`src/adcb_pkg.sv`:
```
// Package: register map, field layout, reset values and timing of the converter back end
package adcb_pkg;

    // ==========================
    // Register byte offsets
    // ==========================
    localparam logic [7:0] ADCB_OFFS_OFFSET = 8'h00;
    localparam logic [7:0] ADCB_OFFS_GAIN = 8'h04;
    localparam logic [7:0] ADCB_OFFS_CONFIG = 8'h08;
    localparam logic [7:0] ADCB_OFFS_BUF_START = 8'h0C;
    localparam logic [7:0] ADCB_OFFS_BUF_LEN = 8'h10;
    localparam logic [7:0] ADCB_OFFS_XFER_CTRL = 8'h14;
    localparam logic [7:0] ADCB_OFFS_CUR_PTR = 8'h18;
    localparam logic [7:0] ADCB_OFFS_FLAGS = 8'h1C;
    localparam logic [7:0] ADCB_OFFS_LAST = 8'h20;

    // ==========================
    // Reset values
    // ==========================
    localparam logic [15:0] ADCB_RST_OFFSET = 16'h0000;
    localparam logic [15:0] ADCB_RST_GAIN = 16'h8000;

    // ==========================
    // Configuration field positions
    // ==========================
    localparam int ADCB_CFG_EN = 0;
    localparam int ADCB_CFG_PERIOD_LO = 1;
    localparam int ADCB_CFG_MUXN_LO = 4;
    localparam int ADCB_CFG_MUXP_LO = 8;
    localparam int ADCB_CFG_WIDTH = 12;

    // Transfer control bits
    localparam int ADCB_XC_RESET = 0;
    localparam int ADCB_XC_LOAD = 1;
    localparam int ADCB_XC_WRAP = 2;

    // Flag bits
    localparam int ADCB_FL_SAT = 0;
    localparam int ADCB_FL_HALF = 1;
    localparam int ADCB_FL_FULL = 2;
    localparam int ADCB_FL_OVR = 3;

    // ==========================
    // Timing
    // ==========================
    localparam int ADCB_CLK_HZ = 20000000;
    localparam int ADCB_STARTUP_NS = 21000;
    localparam int ADCB_STARTUP_CYC = (ADCB_STARTUP_NS * (ADCB_CLK_HZ / 1000000) + 999) / 1000;
    // Sampling clocks for period code 0; doubles per code step
    localparam int ADCB_BASE_CLOCKS = 32;

    // Transfer channel states
    typedef enum logic [1:0] {ADCB_XS_IDLE, ADCB_XS_RUN, ADCB_XS_DONE} adcb_xstate_t;

endpackage

```
`src/adcb_correct.sv`:
```
// Offset and gain correction with saturation
`timescale 1ns/10ps
`default_nettype none
module adcb_correct
(
    input wire logic [15:0] i_raw,
    input wire logic [15:0] i_offset,
    input wire logic [15:0] i_gain,
    output logic [15:0] o_result,
    output logic o_sat
);
    logic signed [16:0] sum;
    logic signed [34:0] prod;
    logic signed [19:0] scaled;
    logic over;
    logic under;

    // ==========================
    // Arithmetic
    // ==========================
    // RULE1 add offset
    // One extra bit keeps the sum exact before gain
    assign sum = 17'($signed(i_raw)) + 17'($signed(i_offset));
    // RULE3 unsigned gain
    // Gain is 1.15 fixed point, zero-extended so it never reads negative
    assign prod = 35'(sum) * $signed({19'h00000, i_gain});
    assign scaled = prod[34:15];
    // RULE2 clamp and flag
    assign over = (scaled > 20'sh07FFF);
    assign under = (scaled < -20'sh08000);
    assign o_sat = over | under;
    assign o_result = over ? 16'h7FFF : (under ? 16'h8000 : scaled[15:0]);
endmodule
`default_nettype wire

```
`src/adcb_mux_decode.sv`:
```
// Input select decoder: one 4-bit code to a one-hot source enable
`timescale 1ns/10ps
`default_nettype none
module adcb_mux_decode
(
    input wire logic [3:0] i_code,
    output logic [10:0] o_sel
);
    // ==========================
    // Decode
    // ==========================
    // RULE15 code map
    // Bits 0..5 external inputs, 6 ground, 7 half ref, 8 full ref, 9 half regulator;
    // bit 10 flags an unconnected code so nothing is switched on
    genvar g;
    generate
        for (g = 0; g < 6; g++)
        begin : g_ext
            assign o_sel[g] = (i_code == 4'(g));
        end
    endgenerate
    assign o_sel[6] = (i_code == 4'h8);
    assign o_sel[7] = (i_code == 4'h9);
    assign o_sel[8] = (i_code == 4'hA);
    assign o_sel[9] = (i_code == 4'hB);
    assign o_sel[10] = ~|o_sel[9:0];
endmodule
`default_nettype wire

```
`src/adcb_top.sv`:
```
// Converter back end: registers, conversion sequencing, correction and sample transfer
// Function
// RULE1: Add offset to each raw result
// RULE2: Scale by gain, clamp, flag saturation
// RULE3: Gain is unsigned 1.15 fixed point
// RULE4: Reset offset zero, gain unity
// RULE5: Transfer corrected sample as 16-bit word
// RULE6: Software programs even start address
// RULE7: Length counts 16-bit samples
// RULE8: Reset channel, then load starts it
// RULE9: Wrap bit picks linear or wrap
// RULE10: Linear stops at count, sets full
// RULE11: Late conversion in linear sets overrun
// RULE12: Wrap returns pointer to start
// RULE13: Half and full flags per half
// RULE14: Current write pointer is readable
// RULE15: Decode input select codes
// RULE16: Software uses half reference single-ended
// RULE17: Analog pins read one, digital off
// RULE18: Software configures before configuration write
// RULE19: Continuous conversions, startup delay after off
// RULE20: Discard first conversion after changes
// RULE21: Period selects clocks, left-aligned result
// RULE22: Config rewrite leaves transfer running; here a rewrite that clears enable in wrap mode returns the channel to idle
// RULE23: Flags clear only on write one
//
// Design decisions made here: register access over Avalon-MM and the placing of the registers.
`timescale 1ns/10ps
`default_nettype none
module adcb_top
    import adcb_pkg::*;
(
    input wire logic I_REF_CLK,
    input wire logic I_RST_N,
    // Avalon-MM slave
    input wire logic [7:0] I_AVS_ADDRESS,
    input wire logic I_AVS_READ,
    input wire logic I_AVS_WRITE,
    input wire logic [31:0] I_AVS_WRITEDATA,
    output logic [31:0] O_AVS_READDATA,
    output logic O_AVS_WAITREQUEST,
    // Modulator side
    input wire logic [15:0] I_MOD_DATA,
    input wire logic I_MOD_DONE,
    input wire logic I_CLK_SWITCH,
    input wire logic [5:0] I_PIN_ANALOG,
    output logic [10:0] O_POS_SEL,
    output logic [10:0] O_NEG_SEL,
    output logic [2:0] O_PERIOD,
    output logic O_MOD_ENABLE,
    output logic [5:0] O_PIN_DIGITAL_OFF,
    // RAM write port
    output logic O_RAM_WRITE,
    output logic [15:0] O_RAM_ADDRESS,
    output logic [15:0] O_RAM_WRITEDATA
);
    // ==========================
    // Declarations
    // ==========================
    logic [15:0] offset_correction;
    logic [15:0] gain_correction;
    logic [ADCB_CFG_WIDTH-1:0] config_reg;
    logic [15:0] buffer_start_address;
    logic [15:0] buffer_length;
    logic wrap_mode_bit;
    logic [3:0] converter_event_flags;
    logic [15:0] current_write_pointer;
    logic [15:0] sample_index;
    adcb_xstate_t xstate;
    logic [15:0] raw_sync1;
    logic [15:0] raw_sync2;
    logic [2:0] done_sync;
    logic [1:0] clk_sw_sync;
    logic [5:0] pin_sync1;
    logic [5:0] pin_sync2;
    logic [12:0] startup_cnt;
    logic discard_next;
    logic was_enabled;
    logic ack;
    logic ack_q;
    logic [31:0] read_mux;
    logic [15:0] corrected;
    logic sat_now;
    logic [10:0] pos_sel;
    logic [10:0] neg_sel;
    logic conv_done;
    logic conv_accept;
    logic enabled;
    logic wr_offset;
    logic wr_gain;
    logic wr_config;
    logic wr_start;
    logic wr_len;
    logic wr_xctrl;
    logic wr_flags;
    logic xfer_reset;
    logic xfer_load;
    logic store;
    logic last_sample;
    logic half_point;
    logic [3:0] flag_set;
    logic [31:0] wd;
    logic [15:0] next_index;
    logic [15:0] next_pointer;

    // ==========================
    // Register decode
    // ==========================
    // Each access answers one cycle after it is presented
    assign ack = (I_AVS_READ | I_AVS_WRITE) & O_AVS_WAITREQUEST & ~ack_q;
    assign wd = I_AVS_WRITEDATA;
    assign wr_offset = ack & I_AVS_WRITE & (I_AVS_ADDRESS == ADCB_OFFS_OFFSET);
    assign wr_gain = ack & I_AVS_WRITE & (I_AVS_ADDRESS == ADCB_OFFS_GAIN);
    assign wr_config = ack & I_AVS_WRITE & (I_AVS_ADDRESS == ADCB_OFFS_CONFIG);
    assign wr_start = ack & I_AVS_WRITE & (I_AVS_ADDRESS == ADCB_OFFS_BUF_START);
    assign wr_len = ack & I_AVS_WRITE & (I_AVS_ADDRESS == ADCB_OFFS_BUF_LEN);
    assign wr_xctrl = ack & I_AVS_WRITE & (I_AVS_ADDRESS == ADCB_OFFS_XFER_CTRL);
    assign wr_flags = ack & I_AVS_WRITE & (I_AVS_ADDRESS == ADCB_OFFS_FLAGS);
    // RULE8 reset then load
    assign xfer_reset = wr_xctrl & wd[ADCB_XC_RESET];
    assign xfer_load = wr_xctrl & wd[ADCB_XC_LOAD] & ~wd[ADCB_XC_RESET];

    // Read data selection; unmapped offsets read zero
    always_comb
    begin
        unique case (I_AVS_ADDRESS)
            ADCB_OFFS_OFFSET: read_mux = {16'h0000, offset_correction};
            ADCB_OFFS_GAIN: read_mux = {16'h0000, gain_correction};
            ADCB_OFFS_CONFIG: read_mux = {20'h00000, config_reg};
            ADCB_OFFS_BUF_START: read_mux = {16'h0000, buffer_start_address};
            ADCB_OFFS_BUF_LEN: read_mux = {16'h0000, buffer_length};
            ADCB_OFFS_XFER_CTRL: read_mux = {29'h00000000, wrap_mode_bit, (xstate == ADCB_XS_RUN), 1'b0};
            ADCB_OFFS_CUR_PTR: read_mux = {16'h0000, current_write_pointer};
            ADCB_OFFS_FLAGS: read_mux = {28'h0000000, converter_event_flags};
            default: read_mux = 32'h00000000;
        endcase
    end

    // Bus handshake: waitrequest drops for exactly the answering cycle
    always_ff @(posedge I_REF_CLK)
    begin
        if (!I_RST_N)
        begin
            ack_q <= 1'b0;
            O_AVS_WAITREQUEST <= 1'b1;
            O_AVS_READDATA <= 32'h00000000;
        end
        else
        begin
            ack_q <= ack;
            O_AVS_WAITREQUEST <= ~ack;
            O_AVS_READDATA <= ack ? read_mux : 32'h00000000;
        end
    end

    // ==========================
    // Software registers
    // ==========================
    // RULE4 reset values
    always_ff @(posedge I_REF_CLK)
    begin
        if (!I_RST_N)
        begin
            offset_correction <= ADCB_RST_OFFSET;
            gain_correction <= ADCB_RST_GAIN;
            config_reg <= '0;
            buffer_start_address <= 16'h0000;
            buffer_length <= 16'h0000;
            wrap_mode_bit <= 1'b0;
        end
        else
        begin
            if (wr_offset)
                offset_correction <= wd[15:0];
            if (wr_gain)
                gain_correction <= wd[15:0];
            if (wr_config)
                config_reg <= wd[ADCB_CFG_WIDTH-1:0];
            // Bit 0 ignored so samples stay half-word aligned
            if (wr_start)
                buffer_start_address <= {wd[15:1], 1'b0};
            if (wr_len)
                buffer_length <= wd[15:0];
            // RULE9 mode select
            if (xfer_load)
                wrap_mode_bit <= wd[ADCB_XC_WRAP];
        end
    end

    // ==========================
    // Input synchronisers
    // ==========================
    // Modulator data and strobe come from the analog side clock
    always_ff @(posedge I_REF_CLK)
    begin
        if (!I_RST_N)
        begin
            raw_sync1 <= 16'h0000;
            raw_sync2 <= 16'h0000;
            done_sync <= 3'h0;
            clk_sw_sync <= 2'h0;
            pin_sync1 <= 6'h00;
            pin_sync2 <= 6'h00;
        end
        else
        begin
            raw_sync1 <= I_MOD_DATA;
            raw_sync2 <= raw_sync1;
            done_sync <= {done_sync[1:0], I_MOD_DONE};
            clk_sw_sync <= {clk_sw_sync[0], I_CLK_SWITCH};
            pin_sync1 <= I_PIN_ANALOG;
            pin_sync2 <= pin_sync1;
        end
    end
    // Data is assumed stable for several cycles around the done strobe
    assign conv_done = done_sync[1] & ~done_sync[2];

    // ==========================
    // Conversion sequencing
    // ==========================
    // RULE19 continuous with startup
    assign enabled = config_reg[ADCB_CFG_EN];
    assign conv_accept = conv_done & enabled & (startup_cnt == 13'h0000) & ~discard_next;
    always_ff @(posedge I_REF_CLK)
    begin
        if (!I_RST_N)
        begin
            was_enabled <= 1'b0;
            startup_cnt <= 13'h0000;
            discard_next <= 1'b1;
        end
        else
        begin
            was_enabled <= enabled;
            if (enabled & ~was_enabled)
                startup_cnt <= 13'(ADCB_STARTUP_CYC);
            else if (startup_cnt != 13'h0000)
                startup_cnt <= startup_cnt - 13'h0001;
            // RULE20 drop first result
            if ((enabled & ~was_enabled) | wr_config | clk_sw_sync[1])
                discard_next <= 1'b1;
            else if (conv_done & enabled & (startup_cnt == 13'h0000))
                discard_next <= 1'b0;
        end
    end

    // ==========================
    // Correction and input select
    // ==========================
    adcb_correct u_correct
    (
        .i_raw(raw_sync2),
        .i_offset(offset_correction),
        .i_gain(gain_correction),
        .o_result(corrected),
        .o_sat(sat_now)
    );

    adcb_mux_decode u_pos
    (
        .i_code(config_reg[ADCB_CFG_MUXP_LO +: 4]),
        .o_sel(pos_sel)
    );

    adcb_mux_decode u_neg
    (
        .i_code(config_reg[ADCB_CFG_MUXN_LO +: 4]),
        .o_sel(neg_sel)
    );

    // ==========================
    // Transfer channel
    // ==========================
    // RULE22 config writes ignored here, except clearing enable in wrap mode returns the channel to idle
    assign store = conv_accept & (xstate == ADCB_XS_RUN);
    // RULE7 length in samples
    assign last_sample = (sample_index == buffer_length - 16'h0001);
    assign half_point = (sample_index == {1'b0, buffer_length[15:1]} - 16'h0001);
    assign next_index = last_sample ? 16'h0000 : sample_index + 16'h0001;
    assign next_pointer = buffer_start_address + {next_index[14:0], 1'b0};

    // RULE10 stop and full
    // RULE11 overrun after full
    // RULE13 half and full
    assign flag_set[ADCB_FL_SAT] = conv_accept & sat_now;
    assign flag_set[ADCB_FL_HALF] = store & half_point & (buffer_length > 16'h0001);
    assign flag_set[ADCB_FL_FULL] = store & last_sample;
    assign flag_set[ADCB_FL_OVR] = conv_accept & (xstate == ADCB_XS_DONE);

    always_ff @(posedge I_REF_CLK)
    begin
        if (!I_RST_N | xfer_reset)
        begin
            xstate <= ADCB_XS_IDLE;
            sample_index <= 16'h0000;
            current_write_pointer <= 16'h0000;
        end
        else if (xfer_load)
        begin
            xstate <= ADCB_XS_RUN;
            sample_index <= 16'h0000;
            current_write_pointer <= buffer_start_address;
        end
        else if (store)
        begin
            sample_index <= next_index;
            // RULE12 wrap to start
            current_write_pointer <= next_pointer;
            if (last_sample & ~wrap_mode_bit)
                xstate <= ADCB_XS_DONE;
        end
        else if (!enabled & wrap_mode_bit & (xstate == ADCB_XS_RUN))
            xstate <= ADCB_XS_IDLE;
    end

    // RULE23 write one clears
    // Set wins over a clear arriving in the same cycle
    always_ff @(posedge I_REF_CLK)
    begin
        if (!I_RST_N)
            converter_event_flags <= 4'h0;
        else
            converter_event_flags <= (converter_event_flags & ~(wr_flags ? wd[3:0] : 4'h0))
                | flag_set;
    end

    // ==========================
    // Registered outputs
    // ==========================
    always_ff @(posedge I_REF_CLK)
    begin
        if (!I_RST_N)
        begin
            O_RAM_WRITE <= 1'b0;
            O_RAM_ADDRESS <= 16'h0000;
            O_RAM_WRITEDATA <= 16'h0000;
            O_POS_SEL <= 11'h400;
            O_NEG_SEL <= 11'h400;
            O_PERIOD <= 3'h0;
            O_MOD_ENABLE <= 1'b0;
            O_PIN_DIGITAL_OFF <= 6'h00;
        end
        else
        begin
            // RULE5 corrected word out
            // RULE14 pointer tracks writes
            O_RAM_WRITE <= store;
            O_RAM_ADDRESS <= current_write_pointer;
            O_RAM_WRITEDATA <= corrected;
            // RULE15 select outputs
            O_POS_SEL <= pos_sel;
            O_NEG_SEL <= neg_sel;
            // RULE21 period to modulator
            O_PERIOD <= config_reg[ADCB_CFG_PERIOD_LO +: 3];
            O_MOD_ENABLE <= enabled;
            // RULE17 analog pins off
            O_PIN_DIGITAL_OFF <= pin_sync2;
        end
    end
endmodule
`default_nettype wire

```
`config.mk`:
```
export PLATFORM = sky130hd
export DESIGN_NAME = adcb_top
export DESIGN_NICKNAME = d
export VERILOG_FILES = /design/src/adcb_pkg.sv /design/src/adcb_correct.sv /design/src/adcb_mux_decode.sv /design/src/adcb_top.sv
export SDC_FILE = /design/constraint.sdc
export NUM_CORES = 1
export LEC_CHECK = 0
export ABC_CLOCK_PERIOD_IN_PS = 14400
export CORE_UTILIZATION = 65
export CTS_CLUSTER_DIAMETER = 200
export DETAILED_ROUTE_END_ITERATION = 6
export DONT_BUFFER_PORTS = 1
export PLACE_DENSITY = 0.81
export REMOVE_ABC_BUFFERS = 1
export SETUP_SLACK_MARGIN = 0.1
export SLEW_MARGIN = 5
export SYNTH_ARGS = -nofsm -noshare
export SYNTH_HDL_FRONTEND = slang
export SYNTH_SLANG_ARGS = --single-unit
export TNS_END_PERCENT = 1
```
`constraint.sdc`:
```
create_clock -name I_REF_CLK -period 14.4 [get_ports I_REF_CLK]
set_clock_uncertainty 0.1 [all_clocks]
set_input_delay 0.72 -clock I_REF_CLK [delete_from_list [all_inputs] [get_ports I_REF_CLK]]
set_output_delay 0.72 -clock I_REF_CLK [all_outputs]
set_load 0.01 [all_outputs]
```
==> key figures, run 1 <==
Power
  – Static leakage: 10.7 nW
  – P_int: 1.21 mW
  – Psw: 0.410 mW
  – Seq pwr share: 46.5%
  – Power Density: slightly below 70 mW/mm^2
  – Switching Share: 25.4%
  – VDD IR-drop max: around 0.09 mV
  – Total power: 1.62 mW
  – Combinational share of power: 8.4%
  – Clock power share: 45.1%

Timing
  – Tmin final: 10290 ps
  – Max Slew Vio Count: 0
  – RSZ-0062 raised after global routing: no
  – Setup TNS: 0 ps
  – Fmax: 97.2 MHz
  – Setup violators final: 0
  – WHS: 122 ps
  – Final period utilization: a little under three quarters
  – Slew HR: 19.4%
  – Final hold vios: 0
  – Final Worst Setup Slack: roughly 4000 ps
  – Slew of the pin with the lowest slew margin: 1200 ps

Synth
  – Area contributors post-synth: fa_1 (24%), dfxtp_1 (23%), ha_1 (7.3%)
  – Ys async rst share: 0%
  – EDFF count, synth: 0
  – Primary FF master, synth: dfxtp_1
  – Synthesized cell area: 0.0222 sq mm
  – Number of synthesized register bits: 258
  – Post-synthesis cell count: 2592
  – Sequential share of the synthesized area: 23.3%
  – Synth area leader: fa_1
  – Most frequent cell after synthesis: nand2_1
  – Top-area cell type share of the netlist area: a little under a quarter
  – Synthesized area per cell: about 8.5 sq um
  – Synth top cells by count: nand2_1 (381), inv_1 (380), fa_1 (265)
  – Synth cell types: 82
  – Synth Warn #: 0

Clock tree
  – CTS Sinks: 258
  – CTS root buf: clkbuf_16
  – Post-CTS setup buffers: 0
  – Clk buf depth: 3
  – CTS H-tree lvls: 1
  – Number of CTS-inserted buffers: 29
  – Post-CTS resize count: 0
  – Clk_lat worst skew: a little under 600 ps
  – TritonCTS clock tree: built
  – Post-CTS Hold Buffers: 0
  – Clk pin slew, worst setup/hold paths: 60 ps

Global routing
  – Remaining global-route overflow: 0
  – First-pass GRT wire length: 93700 um
  – Pin count of the biggest net entering global routing: between 80 and 90
  – Initial antenna violation count: 1
  – Total GRT Usage: 33.8%
  – Number of global-route vias before repair: about 18000

Placement
  – Placer Congestion: 0.943
  – Placed cell count: 2930
  – Post-DP HPWL: 42900 um
  – DP Area: 0.0224 sq mm
  – Port bufs: 0
  – Place WS: approximately 4300 ps

Layout
  – Antenna diodes: 0
  – Layout Area Growth over Synthesis: 5.08%
  – Non-filler cells, final: around 3000
  – Final instance area: about 0.023 sq mm
  – Nets: 2975
  – Layout cells sized above 1: 4.19%
  – Layout Utilization: 69.4%
  – FILL cells: 2610

Worst setup path
  – CP endpoint kind: register
  – Critical Path Most Common Cell: fa_1
  – Critical Path Slowest Stage Cell: fa_1
  – CP Data Required Time: 14810 ps
  – CP startpoint kind: register
  – Data arrival, critical path: 10700 ps
  – Crit Path Max Fanout: 18
  – CP peak stage delay: 920 ps
  – CP Class: register to register

Routing
  – Via density: 5.94
  – Via Count: 17700
  – 1st-pass router iterations: 5
  – Routed Antenna Nets: 0
  – Routed WL per cell: 19.4 um
  – Final wirelength: 57700 um
  – Post-route DRC: 0
  – Initial DRC count: ~1600

Run status
  – Status: completed

Floorplanning
  – Rows: 67
  – Die Y: 187 um
  – Io pins: 166
  – Core footprint: 0.0335 sq mm
  – Total die area: 0.0348 sq mm
  – Initial Util: 66.1%
  – Die X-Extent: roughly 190 um

Min path
  – Worst hold path class: input pin to register

Flow run
  – Max-Cap Viols: 0
kinds of logic (layout without fill, tap and decap cells):
group	Yosys count	after routing	share of synthesized area (%)
simple gates	899	899	19.9
buf+inv	533	456	9.46
fa+ha+maj	396	396	31.3
compound gates	380	380	11.1
flops	258	258	23.3
xor+xnor	120	120	4.74
mux	5	5	0.226
other cells	1	17	0.0169
power groups by stage:
stage | Combinational, mW | Sequential [mW] | Clock, mW
global placement | 0.127 | 0.766 | 0
detailed placement | 0.134 | 0.767 | 0
finish | 0.136 | 0.752 | 0.728
CTS | 0.135 | 0.752 | 0.734
global route | 0.151 | 0.754 | 0.761
floorplan | 0.102 | 0.763 | 0
area by class of cell:
type                    count  area [sq um]  area share [%]
multi-input cells        1817         15000            64.4
repair buffers             27           203           0.871
well taps                 448           561            2.41
clock buffers              37           776            3.33
inverters                 380          1430            6.13
clock inverters            12           148           0.634
flip-flops and latches    258          5160            22.2
routing by layer:
metal / global-route usage [%] / part of all wire (%) / routed length (um)
met1: 41.7 / 38 / 22000
met3: 5.62 / 8.8 / 5050
met5: 0 / 0 / 0
met2: 57.7 / 48 / 27800
met4: 15.9 / 4.9 / 2850
critical path: cells and delay by family (launching register included):
family,cells,cell delay [ps]
AOI/OAI and AO/OA,9,2700
xor gates and xnor gates,2,840
adders and majority gates,8,3960
buffers and inverters,4,370
DFF,1,400
and+or+nand+nor,8,1830
worst paths after layout:
kind	depth (start not counted)	slack, ps	endpoint	start
setup reg to reg	31	4110	O_RAM_WRITEDATA[3]	offset_correction[0]
hold / removal	1	120	O_NEG_SEL[10]	I_RST_N
hold reg to reg	1	330	pin_sync2[3]	pin_sync1[3]
setup / recovery	31	4110	O_RAM_WRITEDATA[3]	offset_correction[0]
placed cells by master, fill, tap and decap left out, types with 7 or more instances in the layout:
cell type / n
buf_4: 27
fa_1: 265
a31oi_1: 27
nand3b_1: 7
clkbuf_16: 29
a21o_1: 17
nand3_1: 29
a21oi_1: 142
nand2b_1: 19
or3_1: 10
ha_1: 129
dfxtp_1: 258
and3_1: 15
nand4_1: 8
nor3_1: 37
a22oi_1: 44
nor2_1: 117
o21a_1: 24
and2_1: 207
o211ai_1: 8
xor2_1: 45
o21ai_0: 39
conb_1: 17
xnor2_1: 73
nor4_1: 9
nand2_1: 381
inv_1: 379
a211oi_1: 21
nor2b_1: 18
No activity file was read; power rests on OpenSTA's default activity.
==> run 2: changes to the inputs <==
ABC_AREA = 1   (was unset)
ABC_CLOCK_PERIOD_IN_PS = 9400   (was 14400)
CORE_UTILIZATION = 60   (was 65)
PLACE_DENSITY = 0.79   (was 0.81)
clock period = 9.4 ns   (was 14.4 ns; I/O delays follow)
==> run 2 against run 1 <==
  * Fmax increased by 20%
  * Largest power group is now clock
  * Via count increased by 14%
  * Synthesized area increased by 3.7%
  * Register-to-register slack got worse by 3300 ps
==> key figures, run 2 <==
Run status
  – Status: completed

Routing
  – 1st-pass router iterations: 7 (+2)
  – Routed WL per cell: 18.7 um (-3.4%)
  – Via density: 5.59 (-5.8%)
  – Final wirelength: 67700 um (+17%)
  – Via Count: 20200 (+14%)
  – Routed Antenna Nets: 0 (unchanged)
  – Post-route DRC: 0 (unchanged)
  – Initial DRC count: 1872 (+17%)

Global routing
  – Initial antenna violation count: 2 (+1)
  – First-pass GRT wire length: 107000 um (+14%)
  – Total GRT Usage: 35.3% (+1.5 points)
  – Pin count of the biggest net entering global routing: 132 (+52%)
  – Number of global-route vias before repair: 20500 (+12%)
  – Remaining global-route overflow: 0 (unchanged)

Clock tree
  – Clk_lat worst skew: 570 ps (-20 ps)
  – CTS Sinks: 258 (unchanged)
  – Clk buf depth: 3 (unchanged)
  – CTS root buf: clkbuf_16
  – TritonCTS clock tree: built
  – Post-CTS setup buffers: 0 (unchanged)
  – Number of CTS-inserted buffers: 28 (-3.4%)
  – CTS H-tree lvls: 1 (unchanged)
  – Clk pin slew, worst setup/hold paths: 70 ps (about the same)

Timing
  – Slew HR: 24.6% (+5.2 points)
  – Max Slew Vio Count: 0 (unchanged)
  – Tmin final: 8550 ps (-1740 ps)
  – Setup violators final: 0 (unchanged)
  – Setup TNS: 0 ps (unchanged)
  – Final period utilization: 91.0% (+20 points)
  – Final hold vios: 0 (unchanged)
  – Fmax: 117 MHz (+20%)
  – Slew of the pin with the lowest slew margin: 1120 ps (-80.2 ps)
  – RSZ-0062 raised after global routing: no

Power
  – VDD IR-drop max: 0.133 mV (+45%)
  – P_int: 1.98 mW (+64%)
  – Clock power share: 45.6% (+0.5 points)
  – Total power: 2.69 mW (+66%)
  – Switching Share: 26.5% (+1.1 points)
  – Psw: 0.713 mW (+74%)
  – Power Density: 108 mW/mm^2 (+55%)
  – Static leakage: 12.7 nW (+19%)
  – Combinational share of power: 11.1% (+2.7 points)
  – Seq pwr share: 43.3% (-3.2 points)

Worst setup path
  – Number of cells on the worst reg-to-reg path: 39 (+26%)
  – CP endpoint: converter_event_flags[0]
  – CP peak stage delay: 770 ps (-150 ps)
  – CP Data Required Time: 9720 ps (-5090 ps)
  – Crit Reg-Reg Startpoint: offset_correction[0]
  – CP endpoint kind: register
  – Worst reg2reg endpoint: converter_event_flags[0]
  – CP Class: register to register
  – Critical Path Most Common Cell: nand2_1
  – Critical path origin: offset_correction[0]
  – Critical Path Slowest Stage Cell: fa_1
  – CP startpoint kind: register
  – Crit Path Max Fanout: 13 (-5)
  – Data arrival, critical path: 8870 ps (-1830 ps)
  – Reg2Reg Setup Slack: 850 ps (-3260 ps)

Floorplanning
  – Rows: 71 (+6.0%)
  – Die Y: 198 um (+5.9%)
  – Core footprint: 0.0377 sq mm (+12%)
  – Total die area: 0.0391 sq mm (+12%)
  – Initial Util: 61.0% (-5.1 points)
  – Io pins: 166 (unchanged)
  – Die X-Extent: 198 um (+5.9%)

Synth
  – Post-synthesis cell count: 3066 (+18%)
  – Primary FF master, synth: dfxtp_1
  – Synth Warn #: 0 (unchanged)
  – Synth area leader: fa_1
  – Area contributors post-synth: fa_1 (23%), dfxtp_1 (22%), inv_1 (11%)
  – Synth cell types: 64 (-22%)
  – Top-area cell type share of the netlist area: 23.1% (-0.86 points)
  – EDFF count, synth: 0 (unchanged)
  – Ys async rst share: 0% (unchanged)
  – Synthesized cell area: 0.0230 sq mm (+3.7%)
  – Synthesized area per cell: 7.49 sq um (-12%)
  – Most frequent cell after synthesis: inv_1
  – Synth top cells by count: inv_1 (646), nand2_1 (593), nor2_1 (341)
  – Number of synthesized register bits: 258 (unchanged)
  – Sequential share of the synthesized area: 22.5% (-0.84 points)

Min path
  – Worst hold path class: input pin to register
  – Worst Hold Depth: 2 (+1)

Layout
  – Layout Utilization: 66.2% (-3.2 points)
  – FILL cells: 3196 (+22%)
  – Nets: 3544 (+19%)
  – Leading cell type in the layout, fill and taps excluded: inv_1
  – Commonest cells after routing, fill and taps aside: inv_1 (646), nand2_1 (592), nor2_1 (341), fa_1 (265), dfxtp_1 (258)
  – Layout Area Growth over Synthesis: 8.53%
  – Layout cells sized above 1: 4.83% (+0.64 points)

Placement
  – Post-DP HPWL: 50900 um (+19%)
  – Port bufs: 0 (unchanged)
  – Placer Congestion: 0.991 (+5.1%)

Flow run
  – Max-Cap Viols: 0 (unchanged)
run 2: changes by cell type after synthesis, sizes merged, moves of 22 or more:
cell | before | now
a22oi | 44 | 0
and2 | 210 | 0
clkbuf | 124 | 66
inv | 380 | 662
nand2 | 381 | 610
nand3 | 30 | 103
nor2 | 118 | 370
nor3 | 41 | 14
o21a | 25 | 3
o21ai | 42 | 149
xnor2 | 75 | 26
run 2: final cells by class:
class                      count  area [sq um]  share of cell area [%]
multi-input combinational   2050         14900                    59.6
timing repair buffer          72           713                    2.86
clock buffer                  36           792                    3.18
clock inverter                16           234                   0.938
tap                          511           639                    2.56
sequential                   258          5160                    20.7
inverter                     672          2520                    10.1
antenna                        3          7.51                  0.0301
run 2: worst min path at each step:
| stage | from | endpoint | slack, ps |
|---|---|---|---|
| 2_1_floorplan | pin_sync2[0] | O_PIN_DIGITAL_OFF[0] | 290 |
| 3_3_place_gp | raw_sync1[2] | raw_sync2[2] | 300 |
| 3_5_place_dp | raw_sync1[3] | raw_sync2[3] | 300 |
| 4_1_cts | I_RST_N | O_NEG_SEL[0] | 0.8 |
| 5_1_grt | I_RST_N | config_reg[9] | 10 |
| 6_report | I_AVS_WRITEDATA[11] | buffer_length[11] | 9 |
run 2: through the flow:
stage,hold WS [ps],instance area [sq um],worst slack [ps],cells
after global routing,11.7,24900,181,3618
final,9.46,24900,850,3618
after CTS,0.784,24900,744,3615
after global placement,296,23300,958,3501
after floorplan,290,22500,2030,2980
after detailed placement,298,23300,779,3501
run 2: kinds of logic (layout without fill, tap and decap cells):
family | after synthesis | in the layout | synth area share (%)
other | 1 | 20 | 0.0163
AOI/OAI and AO/OA | 406 | 406 | 9.93
buffers and inverters | 774 | 796 | 13.1
adders and majority gates | 394 | 394 | 30.1
xor gates and xnor gates | 90 | 90 | 3.46
DFF | 258 | 258 | 22.5
and+or+nand+nor | 1143 | 1143 | 20.9
run 2: what timing repair did:
| item | in CTS | in global routing |
|---|---|---|
| endpoints found under the setup margin | 0 | 2 |
| endpoints found under the hold margin | 152 | 0 |
| hold buffers | 62 | 0 |
| gates resized for setup | 0 | 1 |
run 2: per-layer routing:
layer / global-route usage [%] / part of all wire, %
met1: 41.4 / 37
met2: 58.8 / 47
met3: 6.46 / 9.0
met4: 24.2 / 7.7
met5: 0 / 0
run 2: power by group through the flow:
stage | Clock [mW] | Sequential (mW) | Combinational [mW]
global route | 1.28 | 1.17 | 0.334
finish | 1.23 | 1.17 | 0.298
floorplan | 0 | 1.18 | 0.199
global placement | 0 | 1.19 | 0.242
detailed placement | 0 | 1.19 | 0.255
CTS | 1.23 | 1.16 | 0.292
run 2: worst max-delay path: cells and delay by family, from the launching register on:
| family | cells | cell delay, ps |
|---|---|---|
| simple gates | 21 | 2300 |
| flops | 1 | 470 |
| buf+inv | 6 | 510 |
| fa+ha+maj | 9 | 4610 |
| compound gates | 3 | 400 |
